[config.mk]
export PLATFORM = sky130hd
export DESIGN_NAME = aaz_core
export DESIGN_NICKNAME = d
export VERILOG_FILES = /design/src/core/aaz_pkg.sv /design/src/core/aaz_core.sv
export SDC_FILE = /design/constraint.sdc
export NUM_CORES = 1
export LEC_CHECK = 0
export ABC_AREA = 1
export BUFFER_PORTS_ARGS = -buffer_cell sky130_fd_sc_hd__buf_2
export CAP_MARGIN = 25
export CORE_MARGIN = 2
export CORE_UTILIZATION = 50
export CTS_BUF_LIST = sky130_fd_sc_hd__clkbuf_2
export DETAILED_ROUTE_END_ITERATION = 6
export PLACE_DENSITY_LB_ADDON = 0.15
export SKIP_CTS_REPAIR_TIMING = 1
export SKIP_LAST_GASP = 1
export SLEW_MARGIN = 20
export SYNTH_ARGS = -nofsm -noshare
export SYNTH_HDL_FRONTEND = slang
export SYNTH_SLANG_ARGS = --single-unit
[constraint.sdc]
create_clock -name clock -period 3.4 [get_ports clock]
set_input_delay 0.85 -clock clock [delete_from_list [all_inputs] [get_ports clock]]
set_output_delay 0.85 -clock clock [all_outputs]
set_load 0.01 [all_outputs]
[src/core/aaz_pkg.sv]
// Package: constants for the acceleration auto-zero and error coding block
package aaz_pkg;
  // ****************************************
  // Register map (byte addresses)
  // ****************************************
  localparam logic [11:0] CTRL_ADDR    = 12'h000;
  localparam logic [11:0] STATUS_ADDR  = 12'h004;
  localparam logic [11:0] OFFSET_ADDR  = 12'h008;
  localparam logic [11:0] LASTTX_ADDR  = 12'h00C;
  localparam logic [11:0] PHASE_ADDR   = 12'h010;
  // ****************************************
  // Control field positions and reset value
  // ****************************************
  localparam int CTRL_AZ_EN_BIT   = 0;
  localparam int CTRL_SV_BIT      = 1;
  localparam int CTRL_DW_BIT      = 2;
  localparam int CTRL_SYNC_BIT    = 3;
  localparam int CTRL_STI_BIT     = 4;
  localparam int CTRL_FMTPAR_BIT  = 5;
  localparam int CTRL_RG_LSB      = 8;
  localparam int CTRL_FC_LSB      = 12;
  localparam logic [31:0] CTRL_RESET = 32'h0000_0000;
  // ****************************************
  // Status and error codes
  // ****************************************
  localparam logic [9:0] C8_CFG   = 10'h07F;
  localparam logic [9:0] C8_OFS   = 10'h07E;
  localparam logic [9:0] C8_ST    = 10'h07D;
  localparam logic [9:0] C8_PAR   = 10'h07C;
  localparam logic [9:0] C8_OK    = 10'h07B;
  localparam logic [9:0] C8_NOK   = 10'h07A;
  localparam logic [9:0] C8_ERR   = 10'h07D;
  localparam logic [9:0] C10_CFG  = 10'h1F9;
  localparam logic [9:0] C10_OFS  = 10'h1F8;
  localparam logic [9:0] C10_ST   = 10'h1F7;
  localparam logic [9:0] C10_PAR  = 10'h1F6;
  localparam logic [9:0] C10_OK   = 10'h1E7;
  localparam logic [9:0] C10_NOK  = 10'h1F4;
  localparam logic [9:0] C10_ERR  = 10'h1F4;
  // ****************************************
  // Timing
  // ****************************************
  localparam longint CLK_HZ       = 250000000;
  localparam longint FRAME_NS     = 228000;
  localparam longint FAST_UPD_MS  = 500;
  localparam longint SLOW_UPD_MS  = 5000;
  localparam longint FAST_LEN_MS  = 15000;
  localparam longint FRAME_CYC    = FRAME_NS * CLK_HZ / 1000000000;
  localparam longint FAST_UPD_CYC = FAST_UPD_MS * CLK_HZ / 1000;
  localparam longint SLOW_UPD_CYC = SLOW_UPD_MS * CLK_HZ / 1000;
  localparam longint FAST_LEN_CYC = FAST_LEN_MS * CLK_HZ / 1000;
  localparam logic [15:0] SYNC_FAST_PERIODS = 16'hFFFF;
  // ****************************************
  // Phases
  // ****************************************
  typedef enum logic [4:0] {
    PH_CFG  = 5'b00001,
    PH_DATA = 5'b00010,
    PH_ST   = 5'b00100,
    PH_FAST = 5'b01000,
    PH_SLOW = 5'b10000
  } aaz_phase_e;
endpackage

[src/core/aaz_core.sv]
// Auto-zero offset canceller, drift monitor and status code selection
//
// The register offsets and the APB interface to the registers were chosen for this implementation.
`timescale 1ns/1ps
// What this block does
// - Decode range field: 50,100,250,150,200,350,500 g; code 111 unused.
// - Smallest range is 0.125 g per LSB; samples clip at code limits.
// - Corner field: 00=400, 01=200, 10=100, 11=800 Hz.
// - Enable bit off means samples pass without offset subtraction.
// - One-pole low-pass estimates offset, slew limited, then subtracted.
// - Self-test phase preloads the filter with self-test zero average.
// - Fast phase: corner near 0.08 Hz, correction refreshed every 0.5 s.
// - Fast phase lasts 15 s free-running or 65535 sync periods.
// - Slow phase: corner near 0.01 Hz, refresh every 5 s, until power off.
// - With cancellation on, corrected output is limited to narrower range.
// - Drift check at update rate regardless of enable; flag excess offset.
// - Offset error is sent in every later frame until power-on reset.
// - Without state vector all errors share 0x7D or 0x1F4.
// - Error code resent every 228 us or on every sync pulse.
// - Parity failure in format bits uses an alternate frame format.
// - State vector 8-bit codes 7F,7E,7D,7C,7B,7A.
// - State vector 10-bit codes 1F9,1F8,1F7,1F6,1E7,1F4.
// - Each code only in the phases where it is valid.
// - Self-test error in normal operation means self-test circuit fault.
// - Internal mode fails under two good pulses; external passes all six.
// - Self-test zero average out of tolerance gives offset error in phase 5.
// - In reset no frames are sent and bus current stays idle.
// - In error state only error codes are sent, never samples.
module aaz_core
  import aaz_pkg::*;
#(
  parameter int          DW          = 12,
  parameter logic [11:0] SLEW_STEP   = 12'h004,
  parameter logic [11:0] OFS_MAX     = 12'h100,
  parameter logic [11:0] ZERO_TOL    = 12'h080,
  parameter logic [11:0] AZ_LIMIT    = 12'h600,
  parameter int          FAST_SHIFT  = 10,
  parameter int          SLOW_SHIFT  = 13,
  parameter longint      FRAME_C     = FRAME_CYC,
  parameter longint      FAST_UPD_C  = FAST_UPD_CYC,
  parameter longint      SLOW_UPD_C  = SLOW_UPD_CYC,
  parameter longint      FAST_LEN_C  = FAST_LEN_CYC
) (
  input  wire logic          clock,
  input  wire logic          rstn,
  input  wire logic [11:0]   paddr,
  input  wire logic          psel,
  input  wire logic          penable,
  input  wire logic          pwrite,
  input  wire logic [31:0]   pwdata,
  output logic [31:0]        prdata,
  output logic               pready,
  output logic               pslverr,
  input  wire logic [DW-1:0] sampleIn,
  input  wire logic          sampleValid,
  input  wire logic          syncPulse,
  input  wire logic          configDone,
  input  wire logic          configError,
  input  wire logic          stPulseDone,
  input  wire logic          stPulsePass,
  input  wire logic [DW-1:0] stZeroAvg,
  input  wire logic          parityError,
  input  wire logic          stCircuitFault,
  output logic [DW-1:0]      frameData,
  output logic               frameIsCode,
  output logic               frameAltFormat,
  output logic               frameValid,
  output logic               busIdle,
  output logic [2:0]         rangeGain,
  output logic [1:0]         filterCorner
);
  // ****************************************
  // Registers
  // ****************************************
  logic [31:0]        ctrl_ff;
  aaz_phase_e         phase_ff;
  // Accumulator is signed so the arithmetic shift keeps the sign of a falling step
  logic signed [DW+15:0] lpAcc_ff;
  logic [DW-1:0]      corr_ff;
  logic [31:0]        updCnt_ff;
  logic [31:0]        phCnt_ff;
  logic [31:0]        frmCnt_ff;
  logic [2:0]         stPass_ff;
  logic [2:0]         stCount_ff;
  logic               ofsErr_ff;
  logic               stErr_ff;
  logic               parErr_ff;
  logic               cfgErr_ff;
  logic               zeroBad_ff;
  logic [DW-1:0]      lastSample_ff;
  logic [DW-1:0]      frameData_ff;
  logic               frameIsCode_ff;
  logic               frameAlt_ff;
  logic               frameValid_ff;
  logic [31:0]        prdata_ff;
  logic               pready_ff;
  logic               pslverr_ff;

  logic               azEn;
  logic               svEn;
  logic               tenBit;
  logic               syncMode;
  logic               stInternal;
  logic               fast;
  logic               azPhase;
  logic               updTick;
  logic               sendTick;
  logic               errAny;
  logic signed [DW-1:0] lpOut;
  logic signed [DW:0] delta;
  logic [DW-1:0]      nxt_corr;
  logic signed [DW:0] corrected;
  logic [DW-1:0]      outSample;
  logic [9:0]         code;
  logic [11:0]        absCorr;
  logic [11:0]        absZero;

  assign azEn       = ctrl_ff[CTRL_AZ_EN_BIT];
  assign svEn       = ctrl_ff[CTRL_SV_BIT];
  assign tenBit     = ctrl_ff[CTRL_DW_BIT];
  assign syncMode   = ctrl_ff[CTRL_SYNC_BIT];
  assign stInternal = ctrl_ff[CTRL_STI_BIT];
  assign fast       = (phase_ff == PH_FAST);
  assign azPhase    = fast || (phase_ff == PH_SLOW);

  // ****************************************
  // APB slave
  // ****************************************
  always_ff @(posedge clock or negedge rstn) begin
    if (!rstn) begin
      ctrl_ff <= CTRL_RESET;
    end else if (psel && penable && pwrite && paddr == CTRL_ADDR) begin
      ctrl_ff <= pwdata;
    end
  end

  // No wait states: ready follows every setup cycle, so a master never stalls
  always_ff @(posedge clock or negedge rstn) begin
    if (!rstn) begin
      prdata_ff  <= 32'h0000_0000;
      pready_ff  <= 1'b0;
      pslverr_ff <= 1'b0;
    end else begin
      pready_ff  <= psel && !penable;
      pslverr_ff <= 1'b0;
      if (psel && !penable) begin
        case (paddr)
          CTRL_ADDR:   prdata_ff <= ctrl_ff;
          STATUS_ADDR: prdata_ff <= {27'h0, zeroBad_ff, cfgErr_ff, parErr_ff, stErr_ff, ofsErr_ff};
          OFFSET_ADDR: prdata_ff <= 32'(corr_ff);
          LASTTX_ADDR: prdata_ff <= {frameIsCode_ff, 15'h0, 16'(frameData_ff)};
          PHASE_ADDR:  prdata_ff <= 32'(phase_ff);
          default: begin
            prdata_ff  <= 32'h0000_0000;
            pslverr_ff <= 1'b1;
          end
        endcase
      end
    end
  end

  // ****************************************
  // Range and filter corner selection
  // ****************************************
  // Code 111 is unused; it falls back to the finest range to keep the front end defined
  always_ff @(posedge clock or negedge rstn) begin
    if (!rstn) begin
      rangeGain    <= 3'h0;
      filterCorner <= 2'h0;
    end else begin
      rangeGain    <= (ctrl_ff[CTRL_RG_LSB +: 3] == 3'h7) ? 3'h0 : ctrl_ff[CTRL_RG_LSB +: 3];
      filterCorner <= ctrl_ff[CTRL_FC_LSB +: 2];
    end
  end

  // ****************************************
  // Phase sequencing
  // ****************************************
  always_ff @(posedge clock or negedge rstn) begin
    if (!rstn) begin
      phase_ff   <= PH_CFG;
      phCnt_ff   <= 32'h0;
      stPass_ff  <= 3'h0;
      stCount_ff <= 3'h0;
    end else begin
      case (phase_ff)
        PH_CFG:  if (configDone) phase_ff <= PH_DATA;
        // A configuration error is a dead end: the sequencer stays here and
        // repeats the configuration error code until the next power-on reset
        PH_DATA: begin
          if (!cfgErr_ff) phase_ff <= PH_ST;
        end
        PH_ST: begin
          if (stPulseDone) begin
            stCount_ff <= stCount_ff + 3'h1;
            if (stPulsePass) stPass_ff <= stPass_ff + 3'h1;
            // Internal mode may leave early on the second good pulse; external runs all six
            if ((stInternal && stPulsePass && stPass_ff == 3'h1) || stCount_ff == 3'h5) begin
              phase_ff <= azEn ? PH_FAST : PH_SLOW;
              phCnt_ff <= 32'h0;
            end
          end
        end
        PH_FAST: begin
          if (syncMode ? syncPulse : 1'b1) phCnt_ff <= phCnt_ff + 32'h1;
          if (syncMode ? (phCnt_ff == 32'(SYNC_FAST_PERIODS)) : (phCnt_ff == 32'(FAST_LEN_C - 1))) begin
            phase_ff <= PH_SLOW;
          end
        end
        PH_SLOW: phase_ff <= PH_SLOW;
        default: phase_ff <= PH_CFG;
      endcase
    end
  end

  // ****************************************
  // Auto-zero filter, slew limiter, drift monitor
  // ****************************************
  assign updTick = (phase_ff == PH_FAST || phase_ff == PH_SLOW) &&
                   (updCnt_ff == 32'(fast ? FAST_UPD_C - 1 : SLOW_UPD_C - 1));
  assign lpOut   = lpAcc_ff[DW+15:16];
  assign delta   = $signed({lpOut[DW-1], lpOut}) - $signed({corr_ff[DW-1], corr_ff});

  always_comb begin
    nxt_corr = corr_ff;
    if (delta > $signed({1'b0, SLEW_STEP[DW-1:0]})) begin
      nxt_corr = corr_ff + SLEW_STEP[DW-1:0];
    end else if (delta < -$signed({1'b0, SLEW_STEP[DW-1:0]})) begin
      nxt_corr = corr_ff - SLEW_STEP[DW-1:0];
    end else begin
      nxt_corr = lpOut;
    end
  end

  always_ff @(posedge clock or negedge rstn) begin
    if (!rstn) begin
      updCnt_ff <= 32'h0;
    end else if (updTick || !(phase_ff == PH_FAST || phase_ff == PH_SLOW)) begin
      updCnt_ff <= 32'h0;
    end else begin
      updCnt_ff <= updCnt_ff + 32'h1;
    end
  end

  // Filter state: high bits hold the estimate, low bits keep the fraction
  always_ff @(posedge clock or negedge rstn) begin
    if (!rstn) begin
      lpAcc_ff <= '0;
      corr_ff  <= '0;
    end else if (phase_ff == PH_ST && stPulseDone && azEn) begin
      lpAcc_ff <= {stZeroAvg, 16'h0};
      corr_ff  <= stZeroAvg;
    end else begin
      if (sampleValid && (phase_ff == PH_FAST || phase_ff == PH_SLOW)) begin
        lpAcc_ff <= lpAcc_ff + (($signed({sampleIn, 16'h0}) - $signed(lpAcc_ff)) >>>
                    (fast ? FAST_SHIFT : SLOW_SHIFT));
      end
      if (updTick) corr_ff <= nxt_corr;
    end
  end

  // Drift is judged on the applied correction, so it runs with or without subtraction
  assign absCorr = 12'(corr_ff[DW-1] ? -corr_ff : corr_ff);
  assign absZero = 12'(stZeroAvg[DW-1] ? -stZeroAvg : stZeroAvg);

  // Error flags are sticky; only reset clears them
  always_ff @(posedge clock or negedge rstn) begin
    if (!rstn) begin
      ofsErr_ff  <= 1'b0;
      zeroBad_ff <= 1'b0;
      stErr_ff   <= 1'b0;
      parErr_ff  <= 1'b0;
      cfgErr_ff  <= 1'b0;
    end else begin
      if (phase_ff == PH_ST && stPulseDone && absZero > ZERO_TOL) zeroBad_ff <= 1'b1;
      if ((phase_ff == PH_SLOW && zeroBad_ff) || (updTick && absCorr > OFS_MAX)) ofsErr_ff <= 1'b1;
      if (phase_ff == PH_ST && stInternal && stPulseDone && stCount_ff == 3'h5 &&
          (stPass_ff + 3'(stPulsePass)) < 3'h2) stErr_ff <= 1'b1;
      if ((phase_ff == PH_FAST || phase_ff == PH_SLOW) && stCircuitFault) stErr_ff <= 1'b1;
      if (parityError) parErr_ff <= 1'b1;
      if (phase_ff == PH_CFG && configError) cfgErr_ff <= 1'b1;
    end
  end

  // ****************************************
  // Sample correction and limiting
  // ****************************************
  // Limiter trades headroom for a clean zero: corrected codes never reach full scale
  assign corrected = $signed({sampleIn[DW-1], sampleIn}) - $signed({corr_ff[DW-1], corr_ff});

  always_comb begin
    outSample = sampleIn;
    if (azEn) begin
      if (corrected > $signed({1'b0, AZ_LIMIT[DW-1:0]})) outSample = AZ_LIMIT[DW-1:0];
      else if (corrected < -$signed({1'b0, AZ_LIMIT[DW-1:0]})) outSample = -AZ_LIMIT[DW-1:0];
      else outSample = corrected[DW-1:0];
    end
  end

  always_ff @(posedge clock or negedge rstn) begin
    if (!rstn) lastSample_ff <= '0;
    else if (sampleValid) lastSample_ff <= outSample;
  end

  // ****************************************
  // Code selection and frame pacing
  // ****************************************
  assign errAny = cfgErr_ff || ofsErr_ff || stErr_ff || parErr_ff;

  // Configuration error belongs to phase 2, where the sequencer holds on it
  // Parity and self-test codes are legal only in phases 4 and 5; before that
  // a pending error falls through to the not-OK code

  always_comb begin
    code = tenBit ? C10_OK : C8_OK;
    if (!svEn && errAny) begin
      code = tenBit ? C10_ERR : C8_ERR;
    end else if (cfgErr_ff && phase_ff == PH_DATA) begin
      code = tenBit ? C10_CFG : C8_CFG;
    end else if (parErr_ff && azPhase) begin
      code = tenBit ? C10_PAR : C8_PAR;
    end else if (stErr_ff && azPhase) begin
      code = tenBit ? C10_ST : C8_ST;
    end else if (ofsErr_ff && phase_ff == PH_SLOW) begin
      code = tenBit ? C10_OFS : C8_OFS;
    end else if (errAny) begin
      code = tenBit ? C10_NOK : C8_NOK;
    end
  end

  assign sendTick = (phase_ff != PH_CFG) && (syncMode ? syncPulse : (frmCnt_ff == 32'(FRAME_C - 1)));

  always_ff @(posedge clock or negedge rstn) begin
    if (!rstn) frmCnt_ff <= 32'h0;
    else if (frmCnt_ff == 32'(FRAME_C - 1)) frmCnt_ff <= 32'h0;
    else frmCnt_ff <= frmCnt_ff + 32'h1;
  end

  // Reset holds all frame outputs low and the bus current at idle
  always_ff @(posedge clock or negedge rstn) begin
    if (!rstn) begin
      frameData_ff   <= '0;
      frameIsCode_ff <= 1'b0;
      frameAlt_ff    <= 1'b0;
      frameValid_ff  <= 1'b0;
      busIdle        <= 1'b1;
    end else begin
      busIdle       <= 1'b0;
      frameValid_ff <= sendTick;
      if (sendTick) begin
        if (errAny || phase_ff == PH_DATA || phase_ff == PH_ST) begin
          frameData_ff   <= DW'(code);
          frameIsCode_ff <= 1'b1;
        end else begin
          frameData_ff   <= lastSample_ff;
          frameIsCode_ff <= 1'b0;
        end
        frameAlt_ff <= parErr_ff && ctrl_ff[CTRL_FMTPAR_BIT];
      end
    end
  end

  assign prdata         = prdata_ff;
  assign pready         = pready_ff;
  assign pslverr        = pslverr_ff;
  assign frameData      = frameData_ff;
  assign frameIsCode    = frameIsCode_ff;
  assign frameAltFormat = frameAlt_ff;
  assign frameValid     = frameValid_ff;
endmodule

# After elaboration in Yosys (flattened, before gate mapping)
# Index checks and enable logic that the tools add are counted.
[word_totals]
regBits = 251
inputBits = 81
out_inout_bits = 55
wordCells = 168
[classes]
n_mux = 50
n_shift = 1
n_eq_ne = 23
n_addsub = 14
order_cmp = 7
reduce_logical = 48
[ops]
columns = ["operator", "n"]
rows = [
  ["two-way mux 32 bit", 5],
  ["case mux 32 bit (5 select lines)", 1],
  ["two-way mux 12 bit", 10],
  ["two-way mux 9 bit", 13],
  ["adder 32 x 1 -> 32 bit, second input constant", 3],
  ["== test 32 x 16 -> 1 bit, second input constant", 2],
  ["case mux 32 bit (2 select lines)", 1],
  ["two-way mux 28 bit", 2],
  ["== test 32 x 31 -> 1 bit", 1],
  ["== test 32 bit, second input constant", 1],
  ["two-way mux 31 bit", 1],
  ["two-way mux 5 bit", 6],
  ["adder 28 bit", 1],
  [">>> shifter 28 x 4 -> 28 bit", 1],
  ["subtractor 28 bit", 1],
  ["logical AND 1 bit", 26],
  ["subtractor 12 x 12 -> 13 bit", 2],
  ["case mux 5 bit (5 select lines)", 1],
  ["== test 12 x 4 -> 1 bit, second input constant", 2],
  ["negator 12 bit", 2],
  ["> comparator 13 x 12 -> 1 bit, second input constant", 1],
  ["> comparator 13 x 4 -> 1 bit, second input constant", 1],
  ["less-than comparator 13 x 12 -> 1 bit, second input constant", 1],
  ["less-than comparator 13 x 3 -> 1 bit, second input constant", 1],
  ["other kinds (30)", 57],
]

# Logic depth before layout (Yosys ltp)
# Gate-level depths: netlist of the first run.
[depth]
ltp_word = 10
ltp_mapped = 26

# Least setup slack after synthesis of the first run
# Ideal clock, no wire load.
[synth_timing]
kind = "input port to flip-flop"
startpoint = "input port sampleIn[1]"
endpoint = "register lpAcc_ff[23]"
required_ns = 3.271
cell_stages = 25
setup_time_ns = 0.129
path_slack_ns = -0.282
arrival_ns = 3.553
path_cell_list = "ha_1 -> inv_1 -> o21ai_0 -> a21boi_0 -> nand2_1 -> nand3_1 -> nand2_1 -> nand2_1 -> nand2_1 -> xor2_1 -> nand2_1 -> nand2_1 -> inv_1 -> ha_1 -> nand2_1 -> nor2_1 -> inv_1 -> nor3_1 -> nand3_1 -> nand3_1 -> nand3_1 -> nand2_1 -> a21oi_1 -> o21ai_0 -> nand3_1"
[synth_between]
elab_chain_cells = 5
[synth_rtl]
columns = ["item", "line", "rtl"]
rows = [
  ["from (decl)", "aaz_core.sv:54", "input wire logic [DW-1:0] sampleIn,"],
  ["subtractor 28 bit", "aaz_core.sv:255", "lpAcc_ff <= lpAcc_ff + (($signed({sampleIn, 16'h0}) - $signed(lpAcc_ff)) >>>"],
  [">>> shifter 28 x 4 -> 28 bit", "aaz_core.sv:255", ""],
  ["adder 28 bit", "aaz_core.sv:255", ""],
  ["two-way mux 28 bit", "aaz_core.sv:254", "if (sampleValid && (phase_ff == PH_FAST || phase_ff == PH_SLOW)) begin"],
  ["two-way mux 28 bit", "aaz_core.sv:250", "end else if (phase_ff == PH_ST && stPulseDone && azEn) begin"],
  ["to (signal assigned)", "aaz_core.sv:251", "lpAcc_ff <= {stZeroAvg, 16'h0};"],
  ["to (signal assigned)", "aaz_core.sv:255", ""],
  ["to (decl)", "aaz_core.sv:78", "logic signed [DW+15:0] lpAcc_ff;"],
]
# Every way passes these cells. The select of a mux whose other input is x is not followed.
# A chain may end at the register's enable or synchronous reset.

# Worst setup path in the final report of the first run
[layout_timing]
startpoint = "register lpAcc_ff[25]"
endpoint = "register lpAcc_ff[23]"
[layout_between]
elab_chain_cells = 5
[layout_rtl]
columns = ["item", "line"]
rows = [
  ["subtractor 28 bit", "aaz_core.sv:255"],
  [">>> shifter 28 x 4 -> 28 bit", "aaz_core.sv:255"],
  ["adder 28 bit", "aaz_core.sv:255"],
  ["two-way mux 28 bit", "aaz_core.sv:254"],
  ["two-way mux 28 bit", "aaz_core.sv:250"],
]
# Every way passes these cells. The select of a mux whose other input is x is not followed.

==> impl_metrics.toml, run 1 <==
[critical_path]
timing.critical_path.fanout_max = 5
critical_path_arrival_ns = 4.25
crit_path_cell_trace = "inv_1 > ha_4 > buf_4 > a21oi_1 > o31ai_1 > a221oi_1 > nand2_1 > nand2_1 > nand2_1 > buf_4 > o21ai_1 > inv_1 > ha_4 > nand2_4 > nor2_4 > inv_2 > nor3_4 > nand3_2 > nand3_4 > nand3_2 > nand2_2 > a21oi_2 > o21ai_1 > nand3_1"
regToRegStartpoint = "lpAcc_ff[25]"
critical_path.startpoint_type = "flop"
regToRegSetupSlack_ns = -0.03
worst-setup-path-type = "reg2reg"
crit_path_end_kind = "flop"
critical_path.most_common_cell = "sky130_fd_sc_hd__nand2_1"
crit-reg2reg-capture = "lpAcc_ff[23]"
reg2reg_depth = 24
timing.critical_path.required_ns = 4.22
critical_path.slowest_cell = "sky130_fd_sc_hd__dfrtp_1"
slowest_delay_ns = 0.38

[sta]
final_hold_viol_count = 0
timing.final.crit_share_pct = 101
fin_crit_ns = 3.43
postLayoutSetupSlackWorst_ns = -0.0317
slew_headroom_pct = 44.4
final-max-slew-violation-count = 0
worst_max_slew_pin_slew_ns = 0.833
finClkSkew_ns = 0.103
fmax_ghz = 0.291
rsz0062_at_grt = "true"
setup_violations = 2

[synth]
synthTopCellsByArea = "sky130_fd_sc_hd__dfrtp_1 36%, sky130_fd_sc_hd__nand2_1 12%, sky130_fd_sc_hd__inv_1 7.2%"
yosysWarningCount = 0
post_synth_inst_count = 2391
netlist-cell-type-count = 62
synth_top_cell_area_share_pct = 36.2
synthTopCellsByCount = "549 x sky130_fd_sc_hd__nand2_1, 330 x sky130_fd_sc_hd__inv_1, 249 x sky130_fd_sc_hd__dfrtp_1"
yosysSeqAreaShare_pct = 36.5
synth-edff-count = 0
mappedNetlistArea_mm2 = 0.0172
total_of_flip_flops_plus_latches_after_synthesis = 251
yosysMostFrequentCell = "sky130_fd_sc_hd__nand2_1"
synth_largest_area_cell = "sky130_fd_sc_hd__dfrtp_1"
asyncSetResetFlopFracSynth_pct = 100
synth_fp_nets = 2547
dominantRegCellSynth = "sky130_fd_sc_hd__dfrtp_1"
avgSynthCellArea_um2 = 7.20

[job]
max_cap_violations = 0

[placed_design]
total_instance_count_after_detailed_placement = 3128
dp_slack_ns = -0.789
final_weighted_congestion_of_routability_driven_global_placement = 0.961
post_detailed_placement_cell_area_mm2 = 0.0201
post-dp-hpwl_um = 41600
place.port_buffers = 135

[power]
power_mw = 21.1
power.ir.vdd_worst_mv = 0.964
total_leakage_power_nw = 10.5
p_per_area_mw_per_mm2 = 981

[global_route]
grt_first_pass_wirelength_um = 86800
gr-total-overflow = 0
antenna_violations_before_repair = 6
maximum_number_of_pins_on_one_net_before_global_route_repair = 80
first_global_vias = 17336
grt.total_usage_pct = 30.1

[clock_tree]
clkSinkCount = 251
htreeDepth = 3
cell_at_the_root_of_the_clock_tree = "sky130_fd_sc_hd__clkbuf_2"
worst_skew_pair.late_latency_ns = 0.97
clock_buffers_created_by_tritoncts = 72
tritoncts_clock_tree = "yes"
cts_buffer_depth = 3
clk_transition_reported_paths_ns = 0.11

[route]
route.detailed.vias_per_inst = 5.46
detail_route.wirelength_um = 54500
via_count = 17856
drt-wirelength-per-cell_um = 16.7
drt-initial-drc-count = 1047
ant_nets = 0
drcViolationCount = 0
drtPass1Iterations = 6

[finish]
layout-area-overhead-vs-synth_pct = 25.0
post-route-cell-area_mm2 = 0.0215
num-fill-cells = 3136
post_route_cells_drive_above_1_share_pct = 25.7
layoutNonFillerInstCount = 3273
nets = 2925

[die]
die-width_um = 190
fp.dieH_um = 190
io-pin-count = 136
dieArea_mm2 = 0.0359
std_cell_rows = 67
start_util_pct = 51.1
core-area_mm2 = 0.0337

[outcome]
outcome = "complete, but fails checks"
failed_checks = "negative setup slack"

[hold_path]
min_from = "pwdata[1]"
whs_path_depth = 3
min_path_type = "in2reg"
whs_endpoint = "ctrl_ff[1]"
## registers in the layout, summed over array words and instances (netlist names), 5 cells and up
signal         flops
ctrl_ff           32
frmCnt_ff         32
phCnt_ff          32
prdata            32
updCnt_ff         32
lpAcc_ff          28
corr_ff           12
frameData         12
lastSample_ff     12
phase_ff           5
## critical path: cells and delay by family (launching register included)
| family | cells | cell delay (ns) |
|---|---|---|
| and+or+nand+nor | 11 | 1.06 |
| AOI/OAI and AO/OA | 6 | 0.76 |
| DFF | 1 | 0.38 |
| adders and majority gates | 2 | 0.53 |
| buffers and inverters | 5 | 0.55 |
## report_power, final
group | total [mW] | leakage (nW) | switching (mW) | internal, mW
registers | 4.12 | 3.14 | 0.559 | 3.56
logic | 14.8 | 6.89 | 8.55 | 6.22
clock network | 2.22 | 0.483 | 1.35 | 0.875
total | 21.1 | 10.5 | 10.5 | 10.7
## per-stage QoR
step                      hold slack, ns  TNS [ns]  utilization [%]
after floorplan                    0.354    -0.102                -
after detailed placement           0.362    -10.36             59.6
after CTS                         -0.175     -3.85             61.5
final                              0.122   -0.0558             63.9
after global placement             0.362     -9.28             59.6
after global routing              0.0942     -2.55             63.9
## worst max-delay path by stage
stage	start	endpoint	slack [ns]	depth (start not counted)
6_report	lpAcc_ff[25]	lpAcc_ff[23]	-0.03	24
3_3_place_gp	sampleIn[3]	lpAcc_ff[16]	-0.75	23
5_1_grt	lpAcc_ff[4]	lpAcc_ff[23]	-0.28	27
3_5_place_dp	sampleIn[2]	lpAcc_ff[16]	-0.79	18
2_1_floorplan	sampleIn[9]	lpAcc_ff[23]	-0.05	22
4_1_cts	lpAcc_ff[9]	lpAcc_ff[16]	-0.45	25
## per-layer routing
metal	track usage, %	vias to the layer above	share of wire (%)
met2	50.8	558	48
met3	4.48	130	5.4
met4	13.5	4	3.7
met5	0	-	0.050
li1	-	8734	-
met1	38.5	8430	43
## kinds of logic after synthesis
| logic type | count (synthesis) | share of synthesized area, % |
|---|---|---|
| and+or+nand+nor | 1172 | 30.4 |
| DFF | 251 | 36.5 |
| AOI/OAI and AO/OA | 395 | 13.3 |
| xor gates and xnor gates | 95 | 4.88 |
| adders and majority gates | 75 | 5.58 |
| buffers and inverters | 395 | 8.86 |
| other | 1 | 0.0218 |
| muxes | 7 | 0.450 |
## area by class of cell
class	instances	area, µm²	area share [%]
Antenna cell	4	10.0	0.0465
Clock buffer	100	500	2.33
Clock inverter	26	136	0.634
Inverter	347	1300	6.05
Multi-Input combinational cell	1745	10400	48.2
Sequential cell	251	6280	29.2
Tap cell	448	561	2.60
Timing Repair Buffer	352	2360	11.0
## placed cells by master, fill, tap and decap left out, types with 35 or more instances in the layout
master / n
sky130_fd_sc_hd__ha_1: 43
sky130_fd_sc_hd__o31ai_1: 36
sky130_fd_sc_hd__clkbuf_2: 100
sky130_fd_sc_hd__nor4_1: 35
sky130_fd_sc_hd__inv_2: 37
sky130_fd_sc_hd__nor2_1: 222
sky130_fd_sc_hd__buf_4: 208
sky130_fd_sc_hd__buf_2: 134
sky130_fd_sc_hd__a21oi_1: 115
sky130_fd_sc_hd__nor3_1: 54
sky130_fd_sc_hd__nand2_2: 49
sky130_fd_sc_hd__nand4_1: 55
sky130_fd_sc_hd__nand2_1: 510
sky130_fd_sc_hd__dfrtp_1: 249
sky130_fd_sc_hd__xor2_1: 69
sky130_fd_sc_hd__o21ai_0: 81
sky130_fd_sc_hd__inv_1: 311
sky130_fd_sc_hd__nand3_1: 141
Note: power is estimated with default switching activity, not from simulation.
==> run 2, diff against run 1 <==
- CTS_BUF_LIST: sky130_fd_sc_hd__clkbuf_2 -> sky130_fd_sc_hd__clkbuf_4
- PLACE_DENSITY: not set -> 0.71
- PLACE_DENSITY_LB_ADDON: 0.15 -> not set
==> impl_metrics.toml, run 2 (same netlist as run 1, synthesis figures left out) <==
[power]
p_per_area_mw_per_mm2 = 997
total_leakage_power_nw = 10.5
power.ir.vdd_worst_mv = 0.797
power_mw = 21.6

[critical_path]
timing.critical_path.required_ns = 4.03
worst_setup_path_startpoint = "lpAcc_ff[8]"
crit_path_cell_trace = "nor2_2 > nand3_2 > nor2_2 > nand2_2 > nor2_4 > inv_2 > buf_6 > o31ai_4 > xor2_2 > nand2_1 > nand2_2 > ha_4 > a21o_1 > a21oi_2 > nand2_2 > a21oi_2 > inv_2 > nand2_1 > o211ai_1 > buf_4 > inv_1 > nand2_1 > nand3_2 > nand2_2"
critical_path.most_common_cell = "sky130_fd_sc_hd__nand2_2"
worst-setup-path-type = "reg2reg"
critical_path.top_delay_family = "simple AND/OR/NAND/NOR gates"
critical_path.startpoint_type = "flop"
crit_path_end_kind = "flop"
slowest_delay_ns = 0.39
regToRegStartpoint = "lpAcc_ff[8]"
critical_path.slowest_cell = "sky130_fd_sc_hd__dfrtp_1"
timing.critical_path.fanout_max = 3
critical_path_arrival_ns = 4.11
cp.buffers_inverters = 5

[global_route]
grt_first_pass_wirelength_um = 86800
maximum_number_of_pins_on_one_net_before_global_route_repair = 68
first_global_vias = 17520
antenna_violations_before_repair = 5
grt.total_usage_pct = 30.1
gr-total-overflow = 0

[clock_tree]
cts_buffer_depth = 3
clk_transition_reported_paths_ns = 0.06
cell_at_the_root_of_the_clock_tree = "sky130_fd_sc_hd__clkbuf_4"
clkSinkCount = 251
htreeDepth = 3
clock_buffers_created_by_tritoncts = 71
worst_skew_pair.late_latency_ns = 0.75
tritoncts_clock_tree = "yes"

[sta]
slew_headroom_pct = 42.9
rsz0062_at_grt = "true"
fin_worst_hold_slack_ns = 0.0874
worst_max_slew_pin_slew_ns = 0.856
finalSetupTns_ns = -0.398
timing.final.crit_share_pct = 103
fin_crit_ns = 3.49
fmax_ghz = 0.287
postLayoutSetupSlackWorst_ns = -0.0870
setup_violations = 10
finClkSkew_ns = 0.0544
final_hold_viol_count = 0
final-max-slew-violation-count = 0

[hold_path]
min_path_type = "in2async"

[die]
std_cell_rows = 67
die-width_um = 190
io-pin-count = 136
start_util_pct = 51.1
core-area_mm2 = 0.0337
dieArea_mm2 = 0.0359
fp.dieH_um = 190

[finish]
layout-area-overhead-vs-synth_pct = 25.9
layout_common_cells = "520 x sky130_fd_sc_hd__nand2_1, 312 x sky130_fd_sc_hd__inv_1, 249 x sky130_fd_sc_hd__dfrtp_1"
layout.cells.most_common = "sky130_fd_sc_hd__nand2_1"
num-fill-cells = 3060
final_util_pct = 64.3
post_route_cells_drive_above_1_share_pct = 24.8
layoutNonFillerInstCount = 3257
nets = 2909
post-route-cell-area_mm2 = 0.0217

[placed_design]
total_instance_count_after_detailed_placement = 3113
dp_slack_ns = -0.711
post-dp-hpwl_um = 41700
final_weighted_congestion_of_routability_driven_global_placement = 0.987
place.port_buffers = 135
post_detailed_placement_cell_area_mm2 = 0.0201

[route]
drtPass1Iterations = 6
ant_nets = 0
via_count = 17961
route.detailed.vias_per_inst = 5.51
drt-wirelength-per-cell_um = 16.7
drt-initial-drc-count = 1252
detail_route.wirelength_um = 54500
drcViolationCount = 0

[job]
max_cap_violations = 0

[outcome]
failed_checks = "negative setup slack"
outcome = "complete, but fails checks"
[run 2: layout make-up]
cell class | instances | area, µm² | share of cell area [%]
Sequential cell | 251 | 6280 | 29.0
Antenna cell | 5 | 12.5 | 0.0577
Tap cell | 448 | 561 | 2.59
Inverter | 347 | 1300 | 6.01
Multi-Input combinational cell | 1745 | 10300 | 47.6
Clock inverter | 24 | 160 | 0.739
Clock buffer | 100 | 751 | 3.46
Timing Repair Buffer | 337 | 2300 | 10.6
[run 2: worst register-to-register path: cells and delay by family, from the launching register on]
kind	cells	cell delay [ns]
buf+inv	5	0.44
flops	1	0.39
compound gates	5	0.89
fa+ha+maj	1	0.21
simple gates	12	1.17
xor+xnor	1	0.26
[run 2: worst paths after layout]
kind                            cells after the start               to  slack (ns)
worst min register to register                      0  filterCorner[1]        0.38
worst max register to register                     24     lpAcc_ff[27]       -0.09
min in group clock                                  3         stErr_ff        0.32
worst max-delay path                               24     lpAcc_ff[27]       -0.09
worst min-delay path                                1    frmCnt_ff[24]        0.09
max in group asynchronous                           2        prdata[3]        2.46
[run 2: power by group]
group | switching [mW] | internal [mW] | leakage, nW
registers | 0.571 | 3.57 | 3.14
clock network | 1.37 | 1.52 | 0.541
logic | 8.42 | 6.15 | 6.84
total | 10.4 | 11.2 | 10.5
[run 2: routing by layer]
metal,routed length [µm],part of all wire (%),up-vias,global-route usage [%]
met5,0,0,-,0
met4,1870,3.4,0,12.3
met3,3230,5.9,137,4.81
met2,26500,49,569,50.7
met1,22900,42,8545,38.7
li1,-,-,8710,-
